[config.mk]
export PLATFORM = sky130hd
export DESIGN_NAME = asrc_top
export DESIGN_NICKNAME = d
export VERILOG_FILES = /design/src/asrc_pkg.sv /design/src/asrc_cond_if.sv /design/src/asrc_cond.sv /design/src/asrc_top.sv
export SDC_FILE = /design/constraint.sdc
export NUM_CORES = 2
export LEC_CHECK = 0
export ABC_CLOCK_PERIOD_IN_PS = 95200
export BUFFER_PORTS_ARGS = -buffer_cell sky130_fd_sc_hd__buf_4
export CAP_MARGIN = 30
export CELL_PAD_IN_SITES_DETAIL_PLACEMENT = 0
export CELL_PAD_IN_SITES_GLOBAL_PLACEMENT = 1
export CORE_MARGIN = 2
export CORE_UTILIZATION = 54
export CTS_CLUSTER_SIZE = 28
export DETAILED_ROUTE_END_ITERATION = 8
export GPL_ROUTABILITY_DRIVEN = 1
export HOLD_SLACK_MARGIN = 0.1
export MAX_ROUTING_LAYER = met4
export PLACE_DENSITY = 0.94
export SETUP_SLACK_MARGIN = 0.1
export SYNTH_ARGS = -nofsm -noshare
export SYNTH_HDL_FRONTEND = slang
export SYNTH_HIERARCHICAL = 1
export SYNTH_SLANG_ARGS = --single-unit
[constraint.sdc]
create_clock -name sys_clk -period 95.2 [get_ports sys_clk]
set_input_delay 14.28 -clock sys_clk [delete_from_list [all_inputs] [get_ports sys_clk]]
set_output_delay 14.28 -clock sys_clk [all_outputs]
set_load 0.02 [all_outputs]
[src/asrc_pkg.sv]
// constants, modes, register map and state layouts of the analog speed reference conditioner
package asrc_pkg;

  // input signal formats; both channels share one encoding
  typedef enum logic [3:0] {
    ASRC_FMT_UNI          = 4'h0,  // 0..10 V unipolar
    ASRC_FMT_BI           = 4'h1,  // -10..10 V bipolar, channel 1 only
    ASRC_FMT_MA0_20       = 4'h2,  // 0..20 mA
    ASRC_FMT_MA4_20_TRIP  = 4'h3,  // 4..20 mA, trip on loss
    ASRC_FMT_MA4_20_RAMP  = 4'h4,  // 4..20 mA, ramp to stop on loss
    ASRC_FMT_MA20_4_TRIP  = 4'h5,  // 20..4 mA, trip on loss
    ASRC_FMT_MA20_4_RAMP  = 4'h6,  // 20..4 mA, ramp to stop on loss
    ASRC_FMT_INV          = 4'h7,  // 10..0 V inverted, channel 1 only
    ASRC_FMT_THERM        = 4'h8   // motor_thermistor_mode, channel 2 only
  } asrc_fmt_t;

  // register byte addresses
  localparam logic [11:0] ASRC_REG_CTRL    = 12'h000;
  localparam logic [11:0] ASRC_REG_FMT1    = 12'h004;
  localparam logic [11:0] ASRC_REG_OFFSET1 = 12'h008;
  localparam logic [11:0] ASRC_REG_SCALE1  = 12'h00C;
  localparam logic [11:0] ASRC_REG_FMT2    = 12'h010;
  localparam logic [11:0] ASRC_REG_PRESET4 = 12'h014;
  localparam logic [11:0] ASRC_REG_RATED   = 12'h018;
  localparam logic [11:0] ASRC_REG_MAXSPD  = 12'h01C;
  localparam logic [11:0] ASRC_REG_STATUS  = 12'h020;
  localparam logic [11:0] ASRC_REG_MASK    = 12'h024;
  localparam logic [11:0] ASRC_REG_DEMAND  = 12'h028;
  localparam logic [11:0] ASRC_REG_FAULT   = 12'h02C;
  localparam logic [11:0] ASRC_REG_AIN2    = 12'h030;

  // field positions
  localparam int ASRC_CTRL_PRESET = 0;
  localparam int ASRC_CTRL_LOCAL  = 1;
  localparam int ASRC_CTRL_REFSEL = 2;
  localparam int ASRC_EV_TRIP1    = 0;
  localparam int ASRC_EV_TRIP2    = 1;
  localparam int ASRC_EV_RAMP1    = 2;
  localparam int ASRC_EV_RAMP2    = 3;
  localparam int ASRC_DEM_REVERSE = 16;

  // values after reset, in 0.1 % or 0.1 Hz/rpm units
  localparam logic [15:0] ASRC_RST_OFFSET1 = 16'h0000;  // 0.0 %
  localparam logic [15:0] ASRC_RST_SCALE1  = 16'h03E8;  // 100.0 %
  localparam logic [15:0] ASRC_RST_PRESET4 = 16'h00F0;  // 24.0 Hz/rpm
  localparam logic [15:0] ASRC_RST_RATED   = 16'h0000;
  localparam logic [15:0] ASRC_RST_MAXSPD  = 16'h01F4;  // plain default
  localparam logic [3:0]  ASRC_RST_MASK    = 4'h0;

  // level scale: codes are per-mille of full scale (10 V or 20 mA)
  localparam logic [26:0] ASRC_FULL_SCALE = 27'h00003E8;  // 100.0 %
  localparam logic [17:0] ASRC_LIVE_ZERO  = 18'h000C8;    // 4 mA
  localparam logic [17:0] ASRC_LOSS_LEVEL = 18'h00096;    // 3 mA
  localparam logic [15:0] ASRC_FAULT_LOSS = 16'h0007;     // current-loss fault code

  // current-loop formats that trip on loss
  function automatic logic asrc_is_trip(asrc_fmt_t f);
    return (f == ASRC_FMT_MA4_20_TRIP) || (f == ASRC_FMT_MA20_4_TRIP);
  endfunction

  // current-loop formats that ramp to stop on loss
  function automatic logic asrc_is_ramp(asrc_fmt_t f);
    return (f == ASRC_FMT_MA4_20_RAMP) || (f == ASRC_FMT_MA20_4_RAMP);
  endfunction

  // state of one channel conditioner
  typedef struct packed {
    logic [11:0]        s1;
    logic [11:0]        s2;
    logic [11:0]        s3;
    logic [11:0]        held;
    logic signed [10:0] pct;
    logic               loss;
  } asrc_cond_state_t;

  // state of the top level
  typedef struct packed {
    logic               preset_en;
    logic               local_mode;
    logic               ref_sel;
    asrc_fmt_t          fmt1;
    asrc_fmt_t          fmt2;
    logic [15:0]        offset1;
    logic [15:0]        scale1;
    logic [15:0]        preset4;
    logic [15:0]        rated;
    logic [15:0]        max_spd;
    logic [3:0]         status;
    logic [3:0]         mask;
    logic               trip;
    logic [15:0]        fault_code;
    logic               ramp_stop;
    logic [15:0]        speed;
    logic               reverse;
    logic               speed_in_rpm;
    logic [10:0]        ain2_pct;
    logic               irq;
    logic               pready;
    logic               pslverr;
    logic [31:0]        prdata;
  } asrc_top_state_t;

endpackage

[src/asrc_cond_if.sv]
// signals between the top level and one channel conditioner
`timescale 1ns/100ps
interface asrc_cond_if;
  logic [11:0]          raw;
  asrc_pkg::asrc_fmt_t  fmt;
  logic [15:0]          offset;
  logic [15:0]          scale;
  logic signed [10:0]   pct;
  logic                 loss;

  modport top_side (output raw, output fmt, output offset, output scale, input pct, input loss);
  modport cond_side (input raw, input fmt, input offset, input scale, output pct, output loss);
endinterface

[src/asrc_cond.sv]
// one analog channel: pin synchroniser, format decode, offset, scaling and clamping
`timescale 1ns/100ps
module asrc_cond (
  // clock and reset
  input  wire logic      sys_clk,
  input  wire logic      rst_n,
  // channel
  asrc_cond_if.cond_side ch
);
  localparam logic signed [17:0] FULL   = 18'(asrc_pkg::ASRC_FULL_SCALE);
  localparam logic signed [35:0] FULL36 = 36'(asrc_pkg::ASRC_FULL_SCALE);

  asrc_pkg::asrc_cond_state_t r;
  asrc_pkg::asrc_cond_state_t next;
  logic signed [17:0]          x;
  logic signed [17:0]          t;
  logic signed [17:0]          lvl;
  logic signed [17:0]          diff;
  logic signed [17:0]          sc;
  logic signed [35:0]          prod;
  logic signed [35:0]          cval;
  logic signed [17:0]          lo;
  logic signed [17:0]          clip;
  logic signed [17:0]          outv;
  logic                        live_zero;
  logic                        inverted;

  // sync, decode, condition
  always_comb
  begin
    next = r;
    next.s1 = ch.raw;
    next.s2 = r.s1;
    next.s3 = r.s2;
    if (r.s2 == r.s3)
    begin
      next.held = r.s3;
    end
    x = {{6{r.held[11]}}, r.held};
    t = x - $signed(asrc_pkg::ASRC_LIVE_ZERO);
    live_zero = asrc_pkg::asrc_is_trip(ch.fmt) || asrc_pkg::asrc_is_ramp(ch.fmt);
    inverted = (ch.fmt == asrc_pkg::ASRC_FMT_INV) || (ch.fmt == asrc_pkg::ASRC_FMT_MA20_4_TRIP)
            || (ch.fmt == asrc_pkg::ASRC_FMT_MA20_4_RAMP);
    // 4..20 mA span maps onto 0..100 %
    lvl = live_zero ? (((t <<< 2) + t) >>> 2) : x;
    // offset first, then scaling [RULE17] [RULE9] [RULE10]
    diff = lvl - {{2{ch.offset[15]}}, ch.offset};
    sc = {2'b00, ch.scale};
    prod = diff * sc;
    cval = prod / FULL36;
    // only bipolar keeps negative demand [RULE2] [RULE3]
    lo = (ch.fmt == asrc_pkg::ASRC_FMT_BI) ? -FULL : 18'sh00000;
    if (cval < 36'(lo))
    begin
      clip = lo;
    end
    else if (cval > FULL36)
    begin
      clip = FULL;
    end
    else
    begin
      clip = 18'(cval);
    end
    // inverted ranges run at full demand at or below zero [RULE8]
    outv = inverted ? (FULL - clip) : clip;
    next.pct = (ch.fmt == asrc_pkg::ASRC_FMT_THERM) ? 11'sh000 : 11'(outv);  // [RULE13]
    // loop below 3 mA is a lost signal [RULE4] [RULE12]
    next.loss = live_zero && (x < $signed(asrc_pkg::ASRC_LOSS_LEVEL));
  end

  // state register
  always_ff @(posedge sys_clk)
  begin
    if (!rst_n)
      r <= '0;
    else
      r <= next;
  end

  assign ch.pct  = r.pct;
  assign ch.loss = r.loss;
endmodule

[src/asrc_top.sv]
// analog speed reference conditioner: two analog channels, preset speed, APB registers
//
// Functional notes
// [RULE1] Input 1 format select, default 0..10 V unipolar, six further variants; the code accepts seven.
// [RULE2] Unipolar voltage: conditioned reference below zero holds zero speed.
// [RULE3] Bipolar voltage: conditioned reference below zero commands reverse rotation.
// [RULE4] 4..20 mA trip variant: loop below 3 mA trips with current-loss code.
// [RULE5] 4..20 mA ramp variant: loop below 3 mA ramps to stop, no trip.
// [RULE6] 20..4 mA trip variant: loop below 3 mA trips with current-loss code.
// [RULE7] 20..4 mA ramp variant: loop below 3 mA ramps to stop.
// [RULE8] Inverted 10..0 V: conditioned reference at or below zero gives maximum speed.
// [RULE9] Offset in percent of full scale, default zero, subtracted from input.
// [RULE10] Scaling factor in percent of full scale multiplies input, default 100 %.
// [RULE11] Conditioned 100 % maps to maximum speed limit.
// [RULE12] Input 2 format select, default 0..10 V, current variants, same 3 mA threshold.
// [RULE13] Input 2 may serve as motor thermistor, then not a speed reference.
// [RULE14] Preset speed four held as output frequency, default 24.0 Hz or rpm.
// [RULE15] Active preset overrides analog reference; ignored in local control mode.
// [RULE16] Preset unit is Hz if rated speed zero, else rpm; negative reverses.
// [RULE17] Offset applied before scaling; zero comparisons use conditioned result.
// [RULE18] Input 2 loop loss in trip variant reports same current-loss code.
`timescale 1ns/100ps
module asrc_top (
  // clock and reset
  input  wire logic        sys_clk,
  input  wire logic        rst_n,
  // apb slave
  input  wire logic        psel,
  input  wire logic        penable,
  input  wire logic        pwrite,
  input  wire logic [11:0] paddr,
  input  wire logic [31:0] pwdata,
  output logic             pready,
  output logic             pslverr,
  output logic [31:0]      prdata,
  // analog front end codes, per-mille of full scale
  input  wire logic [11:0] ain1_code,
  input  wire logic [11:0] ain2_code,
  // drive demand
  output logic [15:0]      speed,
  output logic             reverse,
  output logic             speed_in_rpm,
  output logic             ramp_stop,
  output logic             trip,
  output logic [15:0]      fault_code,
  output logic [10:0]      ain2_level,
  // interrupt
  output logic             irq
);
  localparam asrc_pkg::asrc_top_state_t RST = '{
    preset_en:    1'b0,
    local_mode:   1'b0,
    ref_sel:      1'b0,
    fmt1:         asrc_pkg::ASRC_FMT_UNI,
    fmt2:         asrc_pkg::ASRC_FMT_UNI,
    offset1:      asrc_pkg::ASRC_RST_OFFSET1,
    scale1:       asrc_pkg::ASRC_RST_SCALE1,
    preset4:      asrc_pkg::ASRC_RST_PRESET4,
    rated:        asrc_pkg::ASRC_RST_RATED,
    max_spd:      asrc_pkg::ASRC_RST_MAXSPD,
    status:       4'h0,
    mask:         asrc_pkg::ASRC_RST_MASK,
    trip:         1'b0,
    fault_code:   16'h0000,
    ramp_stop:    1'b0,
    speed:        16'h0000,
    reverse:      1'b0,
    speed_in_rpm: 1'b0,
    ain2_pct:     11'h000,
    irq:          1'b0,
    pready:       1'b0,
    pslverr:      1'b0,
    prdata:       32'h00000000
  };

  asrc_pkg::asrc_top_state_t r;
  asrc_pkg::asrc_top_state_t next;
  logic                      setup;
  logic                      access;
  logic                      wr;
  logic                      miss;
  logic [31:0]               rdata;
  logic [3:0]                clr;
  logic [3:0]                ev;
  logic                      use_ch2;
  logic                      ramp_now;
  logic                      preset_on;
  logic [15:0]               preset_mag;
  logic signed [10:0]        ref_pct;
  logic [10:0]               pmag;
  logic [26:0]               prod;
  asrc_pkg::asrc_fmt_t       wfmt;

  asrc_cond_if ch1_if ();
  asrc_cond_if ch2_if ();

  // channel 1 takes its own offset and scaling; channel 2 passes through unscaled
  assign ch1_if.raw    = ain1_code;
  assign ch1_if.fmt    = r.fmt1;
  assign ch1_if.offset = r.offset1;
  assign ch1_if.scale  = r.scale1;
  assign ch2_if.raw    = ain2_code;
  assign ch2_if.fmt    = r.fmt2;
  assign ch2_if.offset = 16'h0000;
  assign ch2_if.scale  = asrc_pkg::ASRC_RST_SCALE1;

  // conditioner for input 1
  asrc_cond u_ch1 (
    .sys_clk (sys_clk),
    .rst_n   (rst_n),
    .ch      (ch1_if.cond_side)
  );

  // conditioner for input 2
  asrc_cond u_ch2 (
    .sys_clk (sys_clk),
    .rst_n   (rst_n),
    .ch      (ch2_if.cond_side)
  );

  // register access, events and speed demand
  always_comb
  begin
    next = r;
    setup = psel & ~penable;
    access = psel & penable & r.pready;
    wr = access & pwrite;
    miss = 1'b0;
    rdata = 32'h00000000;
    clr = 4'h0;
    wfmt = asrc_pkg::asrc_fmt_t'(pwdata[3:0]);
    // zero wait states: ready in the first access cycle
    next.pready = setup;
    unique case (paddr)
      asrc_pkg::ASRC_REG_CTRL:
      begin
        rdata[asrc_pkg::ASRC_CTRL_PRESET] = r.preset_en;
        rdata[asrc_pkg::ASRC_CTRL_LOCAL] = r.local_mode;
        rdata[asrc_pkg::ASRC_CTRL_REFSEL] = r.ref_sel;
        if (wr)
        begin
          next.preset_en = pwdata[asrc_pkg::ASRC_CTRL_PRESET];
          next.local_mode = pwdata[asrc_pkg::ASRC_CTRL_LOCAL];
          next.ref_sel = pwdata[asrc_pkg::ASRC_CTRL_REFSEL];
        end
      end
      asrc_pkg::ASRC_REG_FMT1:
      begin
        rdata[3:0] = r.fmt1;
        // input 1 has no thermistor mode [RULE1]
        if (wr && (pwdata[3:0] <= asrc_pkg::ASRC_FMT_INV))
          next.fmt1 = wfmt;
      end
      asrc_pkg::ASRC_REG_OFFSET1:
      begin
        rdata[15:0] = r.offset1;
        if (wr)
          next.offset1 = pwdata[15:0];  // [RULE9]
      end
      asrc_pkg::ASRC_REG_SCALE1:
      begin
        rdata[15:0] = r.scale1;
        if (wr)
          next.scale1 = pwdata[15:0];  // [RULE10]
      end
      asrc_pkg::ASRC_REG_FMT2:
      begin
        rdata[3:0] = r.fmt2;
        // input 2 has no bipolar or inverted voltage [RULE12] [RULE13]
        if (wr && (pwdata[3:0] <= asrc_pkg::ASRC_FMT_THERM)
            && (wfmt != asrc_pkg::ASRC_FMT_BI) && (wfmt != asrc_pkg::ASRC_FMT_INV))
          next.fmt2 = wfmt;
      end
      asrc_pkg::ASRC_REG_PRESET4:
      begin
        rdata[15:0] = r.preset4;
        if (wr)
          next.preset4 = pwdata[15:0];  // [RULE14]
      end
      asrc_pkg::ASRC_REG_RATED:
      begin
        rdata[15:0] = r.rated;
        if (wr)
          next.rated = pwdata[15:0];
      end
      asrc_pkg::ASRC_REG_MAXSPD:
      begin
        rdata[15:0] = r.max_spd;
        if (wr)
          next.max_spd = pwdata[15:0];
      end
      asrc_pkg::ASRC_REG_STATUS:
      begin
        rdata[3:0] = r.status;
        if (wr)
          clr = pwdata[3:0];
      end
      asrc_pkg::ASRC_REG_MASK:
      begin
        rdata[3:0] = r.mask;
        if (wr)
          next.mask = pwdata[3:0];
      end
      asrc_pkg::ASRC_REG_DEMAND:
      begin
        rdata[15:0] = r.speed;
        rdata[asrc_pkg::ASRC_DEM_REVERSE] = r.reverse;
      end
      asrc_pkg::ASRC_REG_FAULT:
      begin
        rdata[15:0] = r.fault_code;
      end
      asrc_pkg::ASRC_REG_AIN2:
      begin
        rdata[10:0] = r.ain2_pct;
      end
      default:
      begin
        miss = 1'b1;
      end
    endcase
    // read data and error are latched in the setup cycle
    if (setup)
    begin
      next.prdata = rdata;
    end
    next.pslverr = setup & miss;

    // loop-loss events per channel and variant
    ev[asrc_pkg::ASRC_EV_TRIP1] = ch1_if.loss & asrc_pkg::asrc_is_trip(r.fmt1);  // [RULE4] [RULE6]
    ev[asrc_pkg::ASRC_EV_TRIP2] = ch2_if.loss & asrc_pkg::asrc_is_trip(r.fmt2);  // [RULE18]
    ev[asrc_pkg::ASRC_EV_RAMP1] = ch1_if.loss & asrc_pkg::asrc_is_ramp(r.fmt1);  // [RULE5] [RULE7]
    ev[asrc_pkg::ASRC_EV_RAMP2] = ch2_if.loss & asrc_pkg::asrc_is_ramp(r.fmt2);
    // sticky status, a new event beats a write-one clear
    next.status = (r.status & ~clr) | ev;
    next.irq = |(next.status & next.mask);
    // trip holds until both trip bits are cleared [RULE4] [RULE6] [RULE18]
    next.trip = next.status[asrc_pkg::ASRC_EV_TRIP1] | next.status[asrc_pkg::ASRC_EV_TRIP2];
    next.fault_code = next.trip ? asrc_pkg::ASRC_FAULT_LOSS : 16'h0000;

    // thermistor input never feeds the reference [RULE13]
    use_ch2 = r.ref_sel & (r.fmt2 != asrc_pkg::ASRC_FMT_THERM);
    ref_pct = use_ch2 ? ch2_if.pct : ch1_if.pct;
    ramp_now = use_ch2 ? ev[asrc_pkg::ASRC_EV_RAMP2] : ev[asrc_pkg::ASRC_EV_RAMP1];
    next.ramp_stop = ramp_now;  // [RULE5] [RULE7]
    next.ain2_pct = ch2_if.pct;

    // preset wins over analog unless in local mode [RULE15]
    preset_on = r.preset_en & ~r.local_mode;
    preset_mag = r.preset4[15] ? (16'h0000 - r.preset4) : r.preset4;
    pmag = ref_pct[10] ? (11'h000 - ref_pct) : ref_pct;
    // 100 % reaches the maximum speed limit [RULE11]
    prod = 27'(pmag) * 27'(r.max_spd);
    next.speed_in_rpm = (r.rated != 16'h0000);  // [RULE16]
    if (next.trip | ramp_now)
    begin
      next.speed = 16'h0000;
      next.reverse = 1'b0;
    end
    else if (preset_on)
    begin
      next.speed = preset_mag;
      next.reverse = r.preset4[15];  // [RULE16]
    end
    else
    begin
      next.speed = 16'(prod / asrc_pkg::ASRC_FULL_SCALE);
      next.reverse = ref_pct[10];  // [RULE3]
    end
  end

  // state register
  always_ff @(posedge sys_clk)
  begin
    if (!rst_n)
      r <= RST;
    else
      r <= next;
  end

  // outputs straight from the state register
  assign pready       = r.pready;
  assign pslverr      = r.pslverr;
  assign prdata       = r.prdata;
  assign speed        = r.speed;
  assign reverse      = r.reverse;
  assign speed_in_rpm = r.speed_in_rpm;
  assign ramp_stop    = r.ramp_stop;
  assign trip         = r.trip;
  assign fault_code   = r.fault_code;
  assign ain2_level   = r.ain2_pct;
  assign irq          = r.irq;
endmodule

==> impl_metrics.json <==
{
  "run_status": "completed",
  "cap_violations": 0,
  "cts_sinks": 270,
  "cp_top_family": "compound AO/OA/AOI/OAI gates",
  "grt_pass1_wl_um": 322700,
  "hold_path_class": "flip-flop to flip-flop",
  "ys_warn_count": 6,
  "grt_max_degree": 72,
  "clock_latency_ps": 600,
  "drt_iter0_markers": 5376,
  "rows": 132,
  "rsz0062_at_grt": "false",
  "wl_um": 194300,
  "synth_cell_types": 167,
  "ys_ff_latch": 270,
  "cts_tree": "done",
  "max_stage_delay_ps": 950,
  "drive_above_1_share_pct": 7.202,
  "crit_path_frequent_cell": "a21o_1",
  "use_met1_pct": 38.14,
  "crit_path_end_kind": "flip-flop",
  "met3_usage_pct": 2.314,
  "setup_viol": 0,
  "critPathBufInv": 5,
  "synth_cells": 9024,
  "clk_transition_reported_paths_ps": 60,
  "dp_hpwl_um": 156200,
  "crit_fanout": 26,
  "die_h_um": 363.9,
  "synth_seq_area_share_pct": 7.727,
  "numPortBuffers": 110,
  "grt_util_met2_pct": 49.73,
  "dr.pass1.iters": 8,
  "syn2layout_area_growth_pct": 4.151,
  "min_period_over_period_pct": 41.88,
  "wl_per_cell_um": 18.21,
  "clock.fmax_ghz": 0.02508,
  "ctsResizeCount": 0,
  "cts_root_buf": "clkbuf_16",
  "routabilityCongestion": 0.9771,
  "syn_area_mm2": 0.06996,
  "cts_inserted_buffers": 29,
  "skew_ps": 24.97,
  "die_w_um": 363.9,
  "drc_errors": 0,
  "final_common_cell": "nand2_1",
  "overflow": 0,
  "mostFrequentLayoutCells": "nand2_1 (1,087), inv_1 (1,021), fa_1 (703), nor2_1 (521), and2_1 (474)",
  "yosysTopAreaCellShare_pct": 20.12,
  "ys_top_cells_by_area": "fa_1 (20%), dfxtp_1 (7.7%), ha_1 (6.3%)",
  "critPathSlowestCell": "o41ai_2",
  "grt_use_total_pct": 29.73,
  "start_util_pct": 54.23,
  "post-route-min-period_ps": 39870,
  "maxSlewHeadroom_pct": 23.85,
  "synth-main-ff-cell": "dfxtp_1",
  "crit_path_start_kind": "flip-flop",
  "tightest_slew_ps": 1142,
  "core_area_mm2": 0.1290,
  "htreeDepth": 1,
  "vias_per_cell": 6.084,
  "setup_tns_ps": 0,
  "synth-async-reset-ratio_pct": 0,
  "die-area_mm2": 0.1324,
  "yosys.area.top_type": "fa_1",
  "required_ps": 95690,
  "critical_path_class": "flip-flop to flip-flop",
  "slew_violations": 0,
  "first_global_vias": 62990,
  "nNetsFinal": 10030,
  "avgSynthCellArea_um2": 7.752,
  "vias": 64930,
  "finalHoldViolCount": 0,
  "hold_buffers": 0,
  "antenna_found_initial": 1,
  "synth-edff-count": 0,
  "crit_arrival_ps": 40360,
  "io-pin-count": 155,
  "antenna_left": 0,
  "clockBufferDepth": 3,
  "busiest_layer": "met2",
  "cts_setup_buffers": 0
}
==> flip-flops by register name, summed over array words and instances, names as in the netlist, 4 cells and up <==
register,cells
r,59
u_ch1/next,24
u_ch1/r,24
u_ch2/next,24
u_ch2/r,24
prdata,17
ch1_if.offset,16
ch1_if.scale,16
speed,16
ain2_level,11
u_ch1/ch.pct,11
u_ch2/ch.pct,11
ch1_if.fmt,4
ch2_if.fmt,4
==> logic make-up after synthesis <==
family	Yosys count	share of synthesized area [%]
compound gates	2206	23.51
mux	185	2.871
xor+xnor	547	6.965
flops	270	7.727
buf+inv	1518	9.061
simple gates	3219	23.13
fa+ha+maj	1077	26.72
other cells	2	0.01074
==> cell usage after synthesis (all sizes together) (208+ instances only) <==
cell type,number
a21oi,486
and2,478
buf,211
clkbuf,280
dfxtp,270
fa,703
ha,351
inv,1022
nand2,1092
nand3,208
nor2,530
nor3,213
o21ai,347
xnor2,363
==> final timing paths <==
check | slack [ps] | end | depth (start not counted) | start
setup / recovery | 55330 | u_ch2/ch.pct[8] | 124 | ch2_if.fmt[1]
hold / removal | 430 | u_ch1/next[33] | 1 | u_ch1/next[45]
setup reg to reg | 55330 | u_ch2/ch.pct[8] | 124 | ch2_if.fmt[1]
hold reg to reg | 430 | u_ch1/next[33] | 1 | u_ch1/next[45]
==> metrics by stage <==
step	instances	setup slack [ps]	hold WS (ps)	instance area, µm²	util, %
after global routing	10670	52430	440.4	72850	56.48
after CTS	10660	55450	419.3	72790	56.43
final	10670	55330	425.7	72860	56.49
after detailed placement	10610	55630	421.6	71780	55.64
after floorplan	9171	62830	411.9	70510	-
after global placement	10610	56020	414.5	71750	55.63
==> per-layer routing <==
metal	vias to the layer above	part of all wire [%]
li1	30900	-
met4	0	3.5
met1	31590	43
met5	-	0
met3	325	5.3
met2	2120	48
==> layout make-up <==
class / instances / area (µm²)
inverter: 1024 / 3846
clock inverter: 15 / 214.0
antenna: 3 / 7.507
multi-input combinational: 7383 / 58910
timing repair buffer: 197 / 1493
clock buffer: 39 / 803.3
sequential: 270 / 5405
fill: 12010 / 56130
tap: 1742 / 2180
Power is not shown: default switching activity piles up to over one toggle a cycle in this logic, so the estimate is an artifact.
